<file path="src/rtl/scrpc_pkg.sv">
package scrpc_pkg;

    localparam int NPER = 8;
    localparam int NINT = 7;
    localparam int NRST = 6;

    localparam logic [7:0] A_CLKCFG   = 8'h00;
    localparam logic [7:0] A_DSCLKCFG = 8'h04;
    localparam logic [7:0] A_PERIPH   = 8'h08;
    localparam logic [7:0] A_SLPEN    = 8'h0C;
    localparam logic [7:0] A_DSLPEN   = 8'h10;
    localparam logic [7:0] A_PERRST   = 8'h14;
    localparam logic [7:0] A_RIS      = 8'h18;
    localparam logic [7:0] A_IMASK    = 8'h1C;
    localparam logic [7:0] A_MIS      = 8'h20;
    localparam logic [7:0] A_RESC     = 8'h24;
    localparam logic [7:0] A_LDO      = 8'h28;
    localparam logic [7:0] A_MODE     = 8'h2C;
    localparam logic [7:0] A_SWRST    = 8'h30;
    localparam logic [7:0] A_PRESENT  = 8'h34;
    localparam logic [7:0] A_MEMSIZE  = 8'h38;
    localparam logic [7:0] A_PINS     = 8'h3C;
    localparam logic [7:0] A_READY    = 8'h40;
    localparam logic [7:0] A_PIOSCSEL = 8'h44;
    localparam logic [7:0] A_RSTCFG   = 8'h48;

    localparam logic [31:0] SWRST_KEY = 32'h0000_0001;

    // Oscillator codes.
    localparam logic [2:0] OSC_MAIN  = 3'h0;
    localparam logic [2:0] OSC_INT   = 3'h1;
    localparam logic [2:0] OSC_PRECISION_INTERNAL_OSC = 3'h2;
    localparam logic [2:0] OSC_EXT   = 3'h3;
    localparam logic [2:0] OSC_PLL   = 3'h4;

    // LDO level code: 0 = 2.25 V ... 10 = 2.75 V in 50 mV steps, 5 = 2.5 V.
    localparam logic [3:0] LDO_MIN = 4'h0;
    localparam logic [3:0] LDO_MAX = 4'hA;
    localparam logic [3:0] LDO_DEF = 4'h5;

    // Interrupt bit positions.
    localparam int I_PLLLOCK = 0;
    localparam int I_CURLIM  = 1;
    localparam int I_IOSCF   = 2;
    localparam int I_MOSCF   = 3;
    localparam int I_BOR     = 4;
    localparam int I_LDOLOW  = 5;
    localparam int I_PLLF    = 6;

    // Reset cause bit positions.
    localparam int R_BOR  = 0;
    localparam int R_LDO  = 1;
    localparam int R_EXT  = 2;
    localparam int R_SW   = 3;
    localparam int R_WDT  = 4;
    localparam int R_MOSC = 5;

    // Arbitrary neutral information values.
    localparam logic [NPER-1:0] PRESENT_DEF = 8'hFF;
    localparam logic [31:0]     MEMSIZE_DEF = 32'h0010_0020;
    localparam logic [31:0]     PINS_DEF    = 32'h0000_00FF;

    typedef enum logic [1:0] {
        SCRPC_RUN,
        SCRPC_SLEEP,
        SCRPC_DEEP
    } scrpc_mode_type;

    typedef struct packed {
        logic [2:0] pll_ref;
        logic [2:0] sys_src;
    } scrpc_clkcfg_type;

    typedef struct packed {
        logic [NINT-1:0] ev;
    } scrpc_irqev_type;

endpackage

</file>
<file path="src/rtl/scrpc_sync.sv">
`timescale 1ns/1ps
module scrpc_sync #(
    parameter int W = 1
) (
    input  wire logic         clk,
    input  wire logic         resetn,
    input  wire logic         ce,
    input  wire logic [W-1:0] din,
    output logic      [W-1:0] dout
);
    logic [W-1:0] s1_q;
    logic [W-1:0] s2_q;
    logic [W-1:0] s1_d;
    logic [W-1:0] s2_d;

    always_comb begin
        s1_d = ce ? din : s1_q;
        s2_d = ce ? s1_q : s2_q;
    end

    always_ff @(posedge clk or negedge resetn) begin
        if (!resetn) begin
            s1_q <= '0;
            s2_q <= '0;
        end else begin
            s1_q <= s1_d;
            s2_q <= s2_d;
        end
    end

    assign dout = s2_q;
endmodule // scrpc_sync

</file>
<file path="src/rtl/scrpc_top.sv">
// Overview of operation
// - Sleep keeps clock configuration, stops core clock and execution.
// - Deep sleep may change device clock, stops core clock and execution.
// - Deep sleep bypasses the PLL: a deep-sleep PLL selection runs from the main oscillator instead.
// - Any interrupt wakes to run; sleep entered only on software request.
// - Supply, LDO, external, software, watchdog, main oscillator faults reset the device.
// - Every reset cause is recorded until software clears it and is readable; each cause's recording configurable.
// - Each peripheral has its own enable, disable and reset controls.
// - Separate sleep and deep-sleep enable sets applied on mode entry.
// - Any oscillator may be chosen as the PLL reference.
// - Seven system events raise the processor interrupt.
// - Each interrupt source has its own enable.
// - Interrupt sources stay pending until software clears them.
// - Read-only registers report memory sizes, peripherals and pins.
// - LDO level setting from 2.25 V to 2.75 V, reset default 2.5 V.
// - Chosen peripherals may clock from the precision internal oscillator.
// - Internal oscillator serves as reference to detect main oscillator failure, and PLL failure while the run clock configuration selects the PLL.
// - Status reads raw or masked as software selects.
`timescale 1ns/1ps
module scrpc_top (
    input  wire logic                       clk,
    input  wire logic                       resetn,
    input  wire logic                       ce,
    input  wire logic [7:0]                 addr,
    input  wire logic [31:0]                wdata,
    input  wire logic                       wr,
    input  wire logic                       rd,
    output logic      [31:0]                rdata,
    input  wire logic                       sleep_req,
    input  wire logic                       deep_req,
    input  wire logic                       any_irq,
    input  wire logic [scrpc_pkg::NINT-1:0] irq_events,
    input  wire logic                       bor_evt,
    input  wire logic                       ldo_evt,
    input  wire logic                       ext_rst_n,
    input  wire logic                       wdt_evt,
    input  wire logic                       iosc_tick,
    input  wire logic                       mosc_tick,
    input  wire logic                       pll_tick,
    output logic                            core_clk_en,
    output logic [2:0]                      sys_clk_src,
    output logic [2:0]                      pll_ref_sel,
    output logic [scrpc_pkg::NPER-1:0]      per_clk_en,
    output logic [scrpc_pkg::NPER-1:0]      per_rst,
    output logic [scrpc_pkg::NPER-1:0]      per_precision_internal_osc_sel,
    output logic [3:0]                      ldo_level,
    output logic                            dev_rst,
    output logic                            sysctl_irq
);
    localparam logic [7:0] FD_LIMIT = 8'h40;

    logic [scrpc_pkg::NINT-1:0] ev_s;
    logic [3:0] pin_s;
    logic iosc_s, mosc_s, pll_s, ext_s;

    scrpc_sync #(.W(scrpc_pkg::NINT)) u_sync_ev (
        .clk(clk), .resetn(resetn), .ce(ce), .din(irq_events), .dout(ev_s));
    scrpc_sync #(.W(4)) u_sync_pin (
        .clk(clk), .resetn(resetn), .ce(ce),
        // The reset pin is inverted so that the flops' reset value equals its idle level.
        .din({iosc_tick, mosc_tick, pll_tick, ~ext_rst_n}),
        .dout(pin_s));
    assign iosc_s = pin_s[3];
    assign mosc_s = pin_s[2];
    assign pll_s  = pin_s[1];
    assign ext_s  = pin_s[0];

    scrpc_pkg::scrpc_clkcfg_type  clk_q, clk_d, dclk_q, dclk_d;
    scrpc_pkg::scrpc_mode_type    mode_q, mode_d;
    logic [scrpc_pkg::NPER-1:0]   en_q, en_d, slp_q, slp_d, dslp_q, dslp_d;
    logic [scrpc_pkg::NPER-1:0]   prst_q, prst_d, psel_q, psel_d, rdy_q, rdy_d;
    logic [scrpc_pkg::NINT-1:0]   ris_q, ris_d, imsk_q, imsk_d;
    logic [scrpc_pkg::NRST-1:0]   resc_q, resc_d, rcfg_q, rcfg_d;
    logic [3:0]                   ldo_q, ldo_d;
    logic [31:0]                  rdata_q, rdata_d;
    logic                         swr_q, swr_d, drst_q, drst_d, irq_q, irq_d;
    logic                         iosc_p_q, mosc_p_q, pll_p_q;
    logic [7:0]                   mcnt_q, mcnt_d, pcnt_q, pcnt_d;
    logic                         mfail_q, mfail_d, pfail_q, pfail_d;
    logic [scrpc_pkg::NPER-1:0]   pce_q, pce_d;
    logic                         cce_q, cce_d;
    logic [2:0]                   src_q, src_d;

    function automatic logic hit(input logic [7:0] a, input logic [7:0] b);
        return a == b;
    endfunction

    function automatic logic [31:0] z32(input logic [scrpc_pkg::NPER-1:0] v);
        return {{(32-scrpc_pkg::NPER){1'b0}}, v};
    endfunction

    logic [scrpc_pkg::NINT-1:0] ev_all;
    logic [scrpc_pkg::NRST-1:0] rst_ev;
    logic iosc_rise, mosc_rise, pll_rise;

    always_comb begin
        iosc_rise = iosc_s & ~iosc_p_q;
        mosc_rise = mosc_s & ~mosc_p_q;
        pll_rise  = pll_s & ~pll_p_q;
        ev_all    = ev_s;
        ev_all[scrpc_pkg::I_MOSCF] = ev_s[scrpc_pkg::I_MOSCF] | mfail_q;
        ev_all[scrpc_pkg::I_PLLF]  = ev_s[scrpc_pkg::I_PLLF] | pfail_q;
        rst_ev = '0;
        rst_ev[scrpc_pkg::R_BOR]  = bor_evt;
        rst_ev[scrpc_pkg::R_LDO]  = ldo_evt;
        rst_ev[scrpc_pkg::R_EXT]  = ext_s;
        rst_ev[scrpc_pkg::R_SW]   = swr_q;
        rst_ev[scrpc_pkg::R_WDT]  = wdt_evt;
        rst_ev[scrpc_pkg::R_MOSC] = mfail_q;
    end

    always_comb begin
        clk_d  = clk_q;
        dclk_d = dclk_q;
        mode_d = mode_q;
        en_d   = en_q;
        slp_d  = slp_q;
        dslp_d = dslp_q;
        prst_d = prst_q;
        psel_d = psel_q;
        imsk_d = imsk_q;
        rcfg_d = rcfg_q;
        ldo_d  = ldo_q;
        swr_d  = 1'b0;
        ris_d  = ris_q;
        resc_d = resc_q;
        if (wr) begin
            if (hit(addr, scrpc_pkg::A_CLKCFG))   clk_d  = wdata[5:0];
            if (hit(addr, scrpc_pkg::A_DSCLKCFG)) dclk_d = wdata[5:0];
            if (hit(addr, scrpc_pkg::A_PERIPH))   en_d   = wdata[scrpc_pkg::NPER-1:0];
            if (hit(addr, scrpc_pkg::A_SLPEN))    slp_d  = wdata[scrpc_pkg::NPER-1:0];
            if (hit(addr, scrpc_pkg::A_DSLPEN))   dslp_d = wdata[scrpc_pkg::NPER-1:0];
            if (hit(addr, scrpc_pkg::A_PERRST))   prst_d = wdata[scrpc_pkg::NPER-1:0];
            if (hit(addr, scrpc_pkg::A_IMASK))    imsk_d = wdata[scrpc_pkg::NINT-1:0];
            if (hit(addr, scrpc_pkg::A_PIOSCSEL)) psel_d = wdata[scrpc_pkg::NPER-1:0];
            if (hit(addr, scrpc_pkg::A_RSTCFG))   rcfg_d = wdata[scrpc_pkg::NRST-1:0];
            if (hit(addr, scrpc_pkg::A_LDO) && wdata <= {28'h000_0000, scrpc_pkg::LDO_MAX})
                ldo_d = wdata[3:0];
            if (hit(addr, scrpc_pkg::A_SWRST) && wdata == scrpc_pkg::SWRST_KEY)
                swr_d = 1'b1;
            if (hit(addr, scrpc_pkg::A_RIS))
                ris_d = ris_q & ~wdata[scrpc_pkg::NINT-1:0];
            if (hit(addr, scrpc_pkg::A_RESC))
                resc_d = resc_q & ~wdata[scrpc_pkg::NRST-1:0];
            if (hit(addr, scrpc_pkg::A_MODE) && wdata[1:0] == 2'h0)
                mode_d = scrpc_pkg::SCRPC_RUN;
        end
        ris_d  = ris_d | ev_all;
        resc_d = resc_d | (rst_ev & rcfg_q);
        case (mode_q)
            scrpc_pkg::SCRPC_RUN: begin
                if (deep_req) mode_d = scrpc_pkg::SCRPC_DEEP;
                else if (sleep_req) mode_d = scrpc_pkg::SCRPC_SLEEP;
            end
            scrpc_pkg::SCRPC_SLEEP,
            scrpc_pkg::SCRPC_DEEP: begin
                if (any_irq || sysctl_irq) mode_d = scrpc_pkg::SCRPC_RUN;
            end
            default: mode_d = scrpc_pkg::SCRPC_RUN;
        endcase
    end

    // Failure detect: count internal oscillator ticks between monitored ticks.
    always_comb begin
        mcnt_d  = mcnt_q;
        pcnt_d  = pcnt_q;
        mfail_d = mfail_q;
        pfail_d = pfail_q;
        if (mosc_rise) mcnt_d = '0;
        else if (iosc_rise && mcnt_q != FD_LIMIT) mcnt_d = mcnt_q + 8'h01;
        if (pll_rise) pcnt_d = '0;
        else if (iosc_rise && pcnt_q != FD_LIMIT) pcnt_d = pcnt_q + 8'h01;
        mfail_d = (mcnt_q == FD_LIMIT);
        pfail_d = (pcnt_q == FD_LIMIT) && (clk_q.sys_src == scrpc_pkg::OSC_PLL);
    end

    always_comb begin
        cce_d = (mode_q == scrpc_pkg::SCRPC_RUN);
        src_d = clk_q.sys_src;
        if (mode_q == scrpc_pkg::SCRPC_DEEP) begin
            src_d = dclk_q.sys_src;
            if (src_d == scrpc_pkg::OSC_PLL) src_d = scrpc_pkg::OSC_MAIN;
        end
        case (mode_q)
            scrpc_pkg::SCRPC_SLEEP: pce_d = en_q & slp_q & ~prst_q;
            scrpc_pkg::SCRPC_DEEP:  pce_d = en_q & dslp_q & ~prst_q;
            default:                pce_d = en_q & ~prst_q;
        endcase
        rdy_d  = en_q & ~prst_q;
        drst_d = |rst_ev;
        irq_d  = |(ris_q & imsk_q);
        rdata_d = '0;
        if (rd) begin
            case (addr)
                scrpc_pkg::A_CLKCFG:   rdata_d = {26'h000_0000, clk_q};
                scrpc_pkg::A_DSCLKCFG: rdata_d = {26'h000_0000, dclk_q};
                scrpc_pkg::A_PERIPH:   rdata_d = z32(en_q);
                scrpc_pkg::A_SLPEN:    rdata_d = z32(slp_q);
                scrpc_pkg::A_DSLPEN:   rdata_d = z32(dslp_q);
                scrpc_pkg::A_PERRST:   rdata_d = z32(prst_q);
                scrpc_pkg::A_RIS:      rdata_d = {25'h000_0000, ris_q};
                scrpc_pkg::A_IMASK:    rdata_d = {25'h000_0000, imsk_q};
                scrpc_pkg::A_MIS:      rdata_d = {25'h000_0000, ris_q & imsk_q};
                scrpc_pkg::A_RESC:     rdata_d = {26'h000_0000, resc_q};
                scrpc_pkg::A_LDO:      rdata_d = {28'h000_0000, ldo_q};
                scrpc_pkg::A_MODE:     rdata_d = {30'h0000_0000, mode_q};
                scrpc_pkg::A_PRESENT:  rdata_d = z32(scrpc_pkg::PRESENT_DEF);
                scrpc_pkg::A_MEMSIZE:  rdata_d = scrpc_pkg::MEMSIZE_DEF;
                scrpc_pkg::A_PINS:     rdata_d = scrpc_pkg::PINS_DEF;
                scrpc_pkg::A_READY:    rdata_d = z32(rdy_q);
                scrpc_pkg::A_PIOSCSEL: rdata_d = z32(psel_q);
                scrpc_pkg::A_RSTCFG:   rdata_d = {26'h000_0000, rcfg_q};
                default:               rdata_d = '0;
            endcase
        end
    end

    always_ff @(posedge clk or negedge resetn) begin
        if (!resetn) begin
            clk_q    <= '0;
            dclk_q   <= '0;
            mode_q   <= scrpc_pkg::SCRPC_RUN;
            en_q     <= '0;
            slp_q    <= '0;
            dslp_q   <= '0;
            prst_q   <= '0;
            psel_q   <= '0;
            ris_q    <= '0;
            imsk_q   <= '0;
            resc_q   <= '0;
            rcfg_q   <= '1;
            ldo_q    <= scrpc_pkg::LDO_DEF;
            rdata_q  <= '0;
            swr_q    <= 1'b0;
            drst_q   <= 1'b0;
            irq_q    <= 1'b0;
            iosc_p_q <= 1'b0;
            mosc_p_q <= 1'b0;
            pll_p_q  <= 1'b0;
            mcnt_q   <= '0;
            pcnt_q   <= '0;
            mfail_q  <= 1'b0;
            pfail_q  <= 1'b0;
            pce_q    <= '0;
            rdy_q    <= '0;
            cce_q    <= 1'b0;
            src_q    <= scrpc_pkg::OSC_MAIN;
        end else if (ce) begin
            clk_q    <= clk_d;
            dclk_q   <= dclk_d;
            mode_q   <= mode_d;
            en_q     <= en_d;
            slp_q    <= slp_d;
            dslp_q   <= dslp_d;
            prst_q   <= prst_d;
            psel_q   <= psel_d;
            ris_q    <= ris_d;
            imsk_q   <= imsk_d;
            resc_q   <= resc_d;
            rcfg_q   <= rcfg_d;
            ldo_q    <= ldo_d;
            rdata_q  <= rdata_d;
            swr_q    <= swr_d;
            drst_q   <= drst_d;
            irq_q    <= irq_d;
            iosc_p_q <= iosc_s;
            mosc_p_q <= mosc_s;
            pll_p_q  <= pll_s;
            mcnt_q   <= mcnt_d;
            pcnt_q   <= pcnt_d;
            mfail_q  <= mfail_d;
            pfail_q  <= pfail_d;
            pce_q    <= pce_d;
            rdy_q    <= rdy_d;
            cce_q    <= cce_d;
            src_q    <= src_d;
        end
    end

    assign rdata         = rdata_q;
    assign core_clk_en   = cce_q;
    assign sys_clk_src   = src_q;
    assign pll_ref_sel   = clk_q.pll_ref;
    assign per_clk_en    = pce_q;
    assign per_rst       = prst_q;
    assign per_precision_internal_osc_sel = psel_q;
    assign ldo_level     = ldo_q;
    assign dev_rst       = drst_q;
    assign sysctl_irq    = irq_q;
endmodule // scrpc_top

</file>
<file path="config.mk">
export PLATFORM = sky130hd
export DESIGN_NAME = scrpc_top
export DESIGN_NICKNAME = d
export VERILOG_FILES = /design/src/rtl/scrpc_pkg.sv /design/src/rtl/scrpc_sync.sv /design/src/rtl/scrpc_top.sv
export SDC_FILE = /design/constraint.sdc
export NUM_CORES = 1
export LEC_CHECK = 0
export BUFFER_PORTS_ARGS = -buffer_cell sky130_fd_sc_hd__buf_2
export CAP_MARGIN = 20
export CORE_MARGIN = 10
export CORE_UTILIZATION = 52
export CTS_CLUSTER_SIZE = 28
export DETAILED_ROUTE_END_ITERATION = 16
export GPL_ROUTABILITY_DRIVEN = 0
export PLACE_DENSITY = 0.74
export SLEW_MARGIN = 20
export SYNTH_ARGS = -nofsm -noshare
export SYNTH_HDL_FRONTEND = slang
export SYNTH_SLANG_ARGS = --single-unit
</file>
<file path="constraint.sdc">
create_clock -name clk -period 5.3 [get_ports clk]
set_input_delay 0.265 -clock clk [delete_from_list [all_inputs] [get_ports clk]]
set_output_delay 0.265 -clock clk [all_outputs]
set_load 0.05 [all_outputs]
</file>
[Yosys cells after proc, flatten, opt, wreduce, memory -nomap -nowiden]
Cells that the tools add are included.
Storage, ports and cells
  register bits after elaboration: 182
  bits of input ports: 62
  output and inout port bits: 69
  word-level logic and storage cells: 136
Cells by class
  $add $sub $neg: 2
  magnitude comparators: 1
  equality and inequality tests: 27
  multiplexer cells: 21
  bitwise gates (word level): 23
  reduce and logical (&&, ||, !) cells: 28
Operators by type and width (count)
  21-bit one-hot mux with 17 select lines: 1
  8-bit by 6-bit == test with 1-bit output, second input constant: 8
  8-bit bitwise AND: 5
  8-bit by 7-bit == test with 1-bit output, second input constant: 5
  32-bit by 1-bit == test with 1-bit output, second input constant: 1
  8-bit by 5-bit == test with 1-bit output, second input constant: 4
  32-bit by 4-bit less-or-equal comparator with 1-bit output, second input constant: 1
  8-bit 2-to-1 mux: 4
  3-bit AND reduction: 10
  21-bit 2-to-1 mux: 1
  8-bit by 1-bit adder with 8-bit output, second input constant: 2
  8-bit by 4-bit == test with 1-bit output, second input constant: 2
  8-bit by 7-bit != test with 1-bit output, second input constant: 2
  8-bit one-hot mux with 2 select lines: 1
  7-bit bitwise AND: 2
  7-bit 2-to-1 mux: 2
  6-bit bitwise AND: 2
  6-bit 2-to-1 mux: 2
  2-bit 2-to-1 mux: 5
  8-bit by 3-bit == test with 1-bit output, second input constant: 1
  8-bit logical NOT: 1
  8-bit inverter: 1
  7-bit inverter: 1
  7-bit OR: 1
  19 further kinds: 37

[Logic depth before layout (Yosys ltp)]
Gate-level depths: netlist of the first run.
  depth in word-level cells: 7
  mapped depth: 8
  mapped depth without buffers: 7

[Hierarchy]
A second synthesis of the first run with hierarchy kept.
Unflattened totals
  cells, all modules: 729
  area, all modules: 8089.0 um^2
Modules (own cells, without submodules)
  scrpc_top: times used 1, cells an instance 683, area an instance 7238.2 um^2
  scrpc_sync (u_sync_ev): times used 1, cells an instance 29, area an instance 519.2 um^2
  scrpc_sync (u_sync_pin): times used 1, cells an instance 17, area an instance 331.6 um^2

[Least setup slack after synthesis of the first run]
Ideal clock, no wire load.
  path kind: input to register
  start point: input port addr[0]
  end point: register ldo_q[1] (netlist: ldo_level[1])
  setup time: 0.125 ns
  data arrival time: 1.759 ns
  required time: 5.175 ns
  path slack: 3.416 ns
  stages on the path: 5
  cell sequence: buf_2 nor4b_4 nand3_2 a2111oi_4 mux2_2
Between the ends
  word-level cells in the longest chain between the ends: 3
RTL lines
  from (decl): RTL line scrpc_top.sv:24  | input wire logic [7:0] addr,
  8-bit by 6-bit == test with 1-bit output: RTL line scrpc_top.sv:85  | return a == b;
  1-bit logical AND: RTL line scrpc_top.sv:137  | if (hit(addr, scrpc_pkg::A_LDO) && wdata <= {28'h000_0000, scrpc_pkg::LDO_MAX})
  3-bit AND reduction (no source line)
  to (signal assigned): RTL line scrpc_top.sv:232  | ldo_q <= scrpc_pkg::LDO_DEF;
  to (signal assigned): RTL line scrpc_top.sv:261  | ldo_q <= ldo_d;
  to (decl): RTL line scrpc_top.sv:74  | logic [3:0] ldo_q, ldo_d;
No other way between the ends.
A chain may end at the register's enable or synchronous reset.

[Final worst setup path of the first run]
  start point: input port addr[5]
  end point: register ldo_q[3] (netlist: ldo_level[3])
Same word-level chain as after synthesis.

==> results.cfg, run 1 <==
[pwr]
worst_ir_drop_vdd_mv = 0.2381
p_per_area_nw_per_um2 = 336.8
total_leakage_power_nw = 4.231
power_mw = 3.175

[routing]
routed-via-count = 6640
route.final.wire_length_mm = 23.45
post_drt_via_cell_ratio = 6.171
wirelength_per_cell_um = 21.80
first_pass_iters = 6
drc_violations_left = 0
drt_first_iter_violations = 744
route.antenna.remaining_nets = 0

[layout]
antennaDiodeCount = 0
nNetsFinal = 921
utilization_pct = 61.33
nFillCells = 1292
drive_above_1_share_pct = 29.94
syn_to_final_growth_pct = 14.44

[die]
row_count = 45
initial_utilization_pct = 53.59
die_h_um = 145.9
pin_count = 131
fp.dieW_um = 145.9
placeableCoreArea_um2 = 15370
area_enclosed_by_the_die_boundary_um2 = 21280

[logic_synthesis]
synth_flop_cell = dfrtp_1
synth_seq_cells = 159
fraction_of_registers_with_async_set_reset_pct = 100.0
synthesis.area_per_instance_um2 = 10.71
syn-instance-count = 769
count_of_different_cell_masters_after_synthesis = 72
synth.top_cells.by_count = dfrtp_1 (151), mux2_2 (90), nand2_1 (80)
synthTopCellsByArea = dfrtp_1 (46%), mux2_2 (12%), nand2_1 (3.6%), o21ai_0 (2.7%), dfstp_2 (2.6%)
synth_enable_flop_cells = 0
synth_seq_area_share_pct = 48.42
mappedNetlistArea_um2 = 8238
yosysTopAreaCellShare_pct = 45.87
yosys.cell_count.top_type = dfrtp_1
ys_warn_count = 0
yosys.area.top_type = dfrtp_1

[sta]
fmax_mhz = 411.3
maxSlewViolCount = 0
hold_slack_ps = 59.08
timing.setup.tns_ps = 0
setup-violations-final = 0
worst_clock_skew_ps = 8.137
period_share_pct = 45.87
grt_setup_unrepaired = false
hold_viol_final = 0
period_minus_slack_ps = 2431
timing.slew.headroom_pct = 25.17
worst_slew_pin_slew_ps = 1120
layout_setup_ws_ps = 2869

[grt]
largest_net_degree_at_the_start_of_global_routing = 88
antenna_found_initial = 0
global_route.usage.total_pct = 21.62
wire_length_of_the_first_global_routing_pass_mm = 36.93
grt_pass1_vias = 6644
grt-ovfl-total = 0

[setup_path]
worst_setup_path_end_kind = flop
worst_r2r_path_depth = 5
worstSetupStartpoint = addr[5]
critPathLaunchType = primary input
timing.reg2reg.setup_slack_ps = 3340
crit_arrival_ps = 2750
timing.critical_path.fanout_max = 28
worst_ep_required_time_ps = 5620
crit_end = ldo_level[3]
crit-reg2reg-capture = per_clk_en[4]
crit-reg2reg-launch = mode_q[0]
worstSetupPathType = in -> reg

[cts]
clock_tree.buffer_depth = 2
cts_num_sinks = 159
cts_post_setup_buffers_inserted = 0
cts-buffers-inserted = 17
hold_buffer_count_at_cts = 1
clkLatencyLatePin_ps = 440
worst_setup_hold_path_clk_slew_ps = 60
h-tree-depth = 4
post_cts_resized = 0
cts_root_buf = clkbuf_16
cts_tree = built

[run]
cap_violations = 0

[place]
post-dp-hpwl_mm = 16.72
io_buffers = 107
placement.setup.worst_slack_ps = 2463

[hold_path]
holdCritPathClass = in -> reg

[status]
status = finished, final reports clean
## power breakdown
group,internal (mW),switching [mW]
clock network,0.791,0.515
logic,0.167,0.330
registers,1.30,0.0762
## flip-flops by register name, summed over array words and instances (netlist names), 6 cells and up
register and count:
dclk_q 6, dslp_q 8, en_q 8, imsk_q 7
mcnt_q 8, pcnt_q 8, per_clk_en 8, per_precision_internal_osc_sel 8
per_rst 8, rcfg_q 6, rdata 9, rdy_q 8
resc_q 6, ris_q 7, slp_q 8, u_sync_ev.dout 7
u_sync_ev.s1_q 7
## worst min path at each step
stage / from / end / slack (ps) / cells after the start
2_1_floorplan: resetn / clk_q[0] / -30 / 0
3_3_place_gp: resetn / per_precision_internal_osc_sel[7] / 380 / 1
3_5_place_dp: resetn / per_precision_internal_osc_sel[7] / 390 / 1
4_1_cts: iosc_tick / u_sync_pin.s1_q[3] / 50 / 2
5_1_grt: irq_events[1] / u_sync_ev.s1_q[1] / 50 / 2
6_report: irq_events[5] / u_sync_ev.s1_q[5] / 60 / 2
## worst max-delay path, stage by stage
cell and delay [ps]:
buf_2 440, nor4b_2 990, nand3_2 190, a2111oi_4 470, mux2_2 380
## cells in the final DEF (no fill, tap or decap), types with 11 or more instances in the layout
cell type and n:
clkbuf_16 17, nand2_1 80, nor2_1 35, nor2b_1 11, inv_1 29, nor4_1 15
mux2i_1 17, nand3b_1 13, nand3_1 23, conb_1 23, mux2_2 90, buf_2 105
o21ai_0 45, dfrtp_1 151
## stage by stage
stage          instance area [µm²]  std cells
3_5_place_dp                  8800       1043
2_1_floorplan                 8320        791
6_report                      9428       1076
3_3_place_gp                  8800       1043
5_1_grt                       9428       1076
4_1_cts                       9428       1076
## logic make-up after synthesis
logic type | share of synthesized area (%)
AO/OA/AOI/OAI | 12.39
multiplexers | 14.64
buffers and inverters | 6.197
adder cells (fa/ha/maj) | 1.185
AND/OR/NAND/NOR | 15.95
other | 0.04552
flip-flops | 48.42
XOR/XNOR | 1.170
## metal layers
| layer | vias to the layer above | routed length, µm | track usage [%] |
|---|---|---|---|
| li1 | 2930 | - | - |
| met1 | 3247 | 9823 | 28.72 |
| met2 | 391 | 10360 | 32.53 |
| met3 | 72 | 2409 | 6.302 |
| met4 | 0 | 862 | 8.342 |
| met5 | - | 0 | 0 |
## cell type report
class	count	area (µm²)	area share [%]
Sequential cell	159	3989	42.31
Inverter	29	108.9	1.155
Timing Repair Buffer	116	614.3	6.516
Multi-Input combinational cell	529	3834	40.66
Clock buffer	19	432.9	4.592
Tap cell	211	264.0	2.800
Clock inverter	13	185.2	1.964
Note: power is estimated with default switching activity, not from simulation.
==> run 2: changes to the inputs <==
==> constraint.sdc (replaced) <==
create_clock -name clk -period 2.25 [get_ports clk]
set_input_delay 0.1125 -clock clk [delete_from_list [all_inputs] [get_ports clk]]
set_output_delay 0.1125 -clock clk [all_outputs]
set_load 0.05 [all_outputs]
==> run 2 against run 1 <==
  * Combinational power is 150% higher
  * First-iteration DRC count is 19% higher
  * Critical endpoint is now rdata[2]
  * Global-route usage is 1.0 points higher
  * Via count is 3.4% higher
  * Largest power group unchanged
  * Hold slack worse by 29 ps
  * Non-clock buffer count is 38 higher
  * Clock skew is 1.6 ps lower
  * Register-to-register slack worse by 2900 ps
==> results.cfg, run 2 (synthesis results as in run 1) <==
[status]
status = finished, final reports clean

[cts]
cts_post_setup_buffers_inserted = 0
cts_tree = built
worst_setup_hold_path_clk_slew_ps = 70
clkLatencyLatePin_ps = 430
cts-buffers-inserted = 17
hold_buffer_count_at_cts = 16
post_cts_resized = 0
h-tree-depth = 4
cts_num_sinks = 159
cts_root_buf = clkbuf_16
clock_tree.buffer_depth = 2

[setup_path]
worst_r2r_path_depth = 5
crit_arrival_ps = 2080
worstSetupPathType = reg -> reg
worst_setup_path_end_kind = flop
worst_ep_required_time_ps = 2550
timing.critical_path.fanout_max = 3
crit-reg2reg-launch = slp_q[2]
worstSetupStartpoint = slp_q[2]
critPathLaunchType = flop

[sta]
period_share_pct = 79.09
grt_setup_unrepaired = false
hold_viol_final = 0
setup-violations-final = 0
hold_slack_ps = 30.24
timing.slew.headroom_pct = 58.02
period_minus_slack_ps = 1780
timing.setup.tns_ps = 0
maxSlewViolCount = 0
worst_clock_skew_ps = 6.493
fmax_mhz = 561.9
worst_slew_pin_slew_ps = 627.4

[routing]
drt_first_iter_violations = 884
post_drt_via_cell_ratio = 6.164
first_pass_iters = 7
routed-via-count = 6867
wirelength_per_cell_um = 21.96
route.final.wire_length_mm = 24.47
drc_violations_left = 0
route.antenna.remaining_nets = 0

[pwr]
worst_ir_drop_vdd_mv = 0.5947
power_mw = 7.491
p_per_area_nw_per_um2 = 767.6
total_leakage_power_nw = 4.408

[layout]
layout_commonest_cell = dfrtp_1
antennaDiodeCount = 0
largest_register_ff_count = 9
syn_to_final_growth_pct = 18.47
drive_above_1_share_pct = 31.34
nNetsFinal = 959
fin_cells = 1114
layout.cells.most_common_list = dfrtp_1 (151), buf_2 (105), mux2_2 (90)

[grt]
grt_pass1_vias = 6941
grt-ovfl-total = 0
wire_length_of_the_first_global_routing_pass_mm = 38.72
global_route.usage.total_pct = 22.63
largest_net_degree_at_the_start_of_global_routing = 60
antenna_found_initial = 0

[die]
fp.dieW_um = 145.9
pin_count = 131
die_h_um = 145.9
row_count = 45
initial_utilization_pct = 53.59
area_enclosed_by_the_die_boundary_um2 = 21280
placeableCoreArea_um2 = 15370

[place]
post-dp-hpwl_mm = 17.78
io_buffers = 107
dp_cells = 1066

[hold_path]
min_path_cells = 2
holdCritPathClass = in -> reg
min-delay-start = wdata[7]

[run]
cap_violations = 0
[run 2: cell types whose count changed in the layout (fill, tap and decap cells not counted), sizes merged]
| cell | before | now |
|---|---|---|
| clkinvlp | 1 | 2 |
| clkinv | 5 | 4 |
| bufinv | 4 | 3 |
| dlygate4sd3 | 1 | 16 |
| buf | 115 | 138 |
| clkbuf | 19 | 20 |
[run 2: layout make-up]
cell class                 count  area (µm²)
fill                        1221        5612
sequential                   159        3989
multi-input combinational    529        3834
tap                          211       264.0
clock buffer                  20       456.7
clock inverter                12       157.7
timing repair buffer         154       949.7
inverter                      29       108.9
[run 2: worst paths after layout]
check | endpoint | slack, ps
hold / removal | per_precision_internal_osc_sel[7] | 30
setup / recovery | rdata[2] | 470
hold reg to reg | ris_q[2] | 480
max in group asynchronous | rcfg_q[1] | 1260
setup reg to reg | rdata[2] | 470
min in group asynchronous | per_precision_internal_osc_sel[7] | 210
[run 2: metrics by stage]
| stage | util [%] | instance area [µm²] | worst slack, ps |
|---|---|---|---|
| floorplan | - | 8320 | 518.8 |
| global placement | 58.45 | 8985 | 306.4 |
| detailed placement | 58.45 | 8985 | 307.4 |
| CTS | 63.49 | 9759 | 472.5 |
| global route | 63.49 | 9759 | 339.3 |
| finish | 63.49 | 9759 | 470.4 |
[run 2: per-layer routing]
metal | track usage (%) | share of wire [%] | routed length, µm
met1 | 28.98 | 41 | 10100
met2 | 33.55 | 44 | 10850
met3 | 7.327 | 9.9 | 2429
met4 | 11.48 | 4.4 | 1084
met5 | 0 | 0 | 0
[run 2: critical path, cell delays in order, from the launching register on]
cell and delay [ps]:
dfrtp_1 440, mux2_2 290, a311oi_1 320, o22ai_1 120, nor4_1 390, o2bb2ai_1 110
[run 2: power breakdown]
group          internal (mW)  total, mW  switching [mW]  leakage [nW]
Combinational          0.431       1.23           0.802          2.04
Sequential              3.05       3.23           0.182          2.07
Clock                   1.81       3.03            1.21         0.299
Total                   5.30       7.49            2.20          4.41
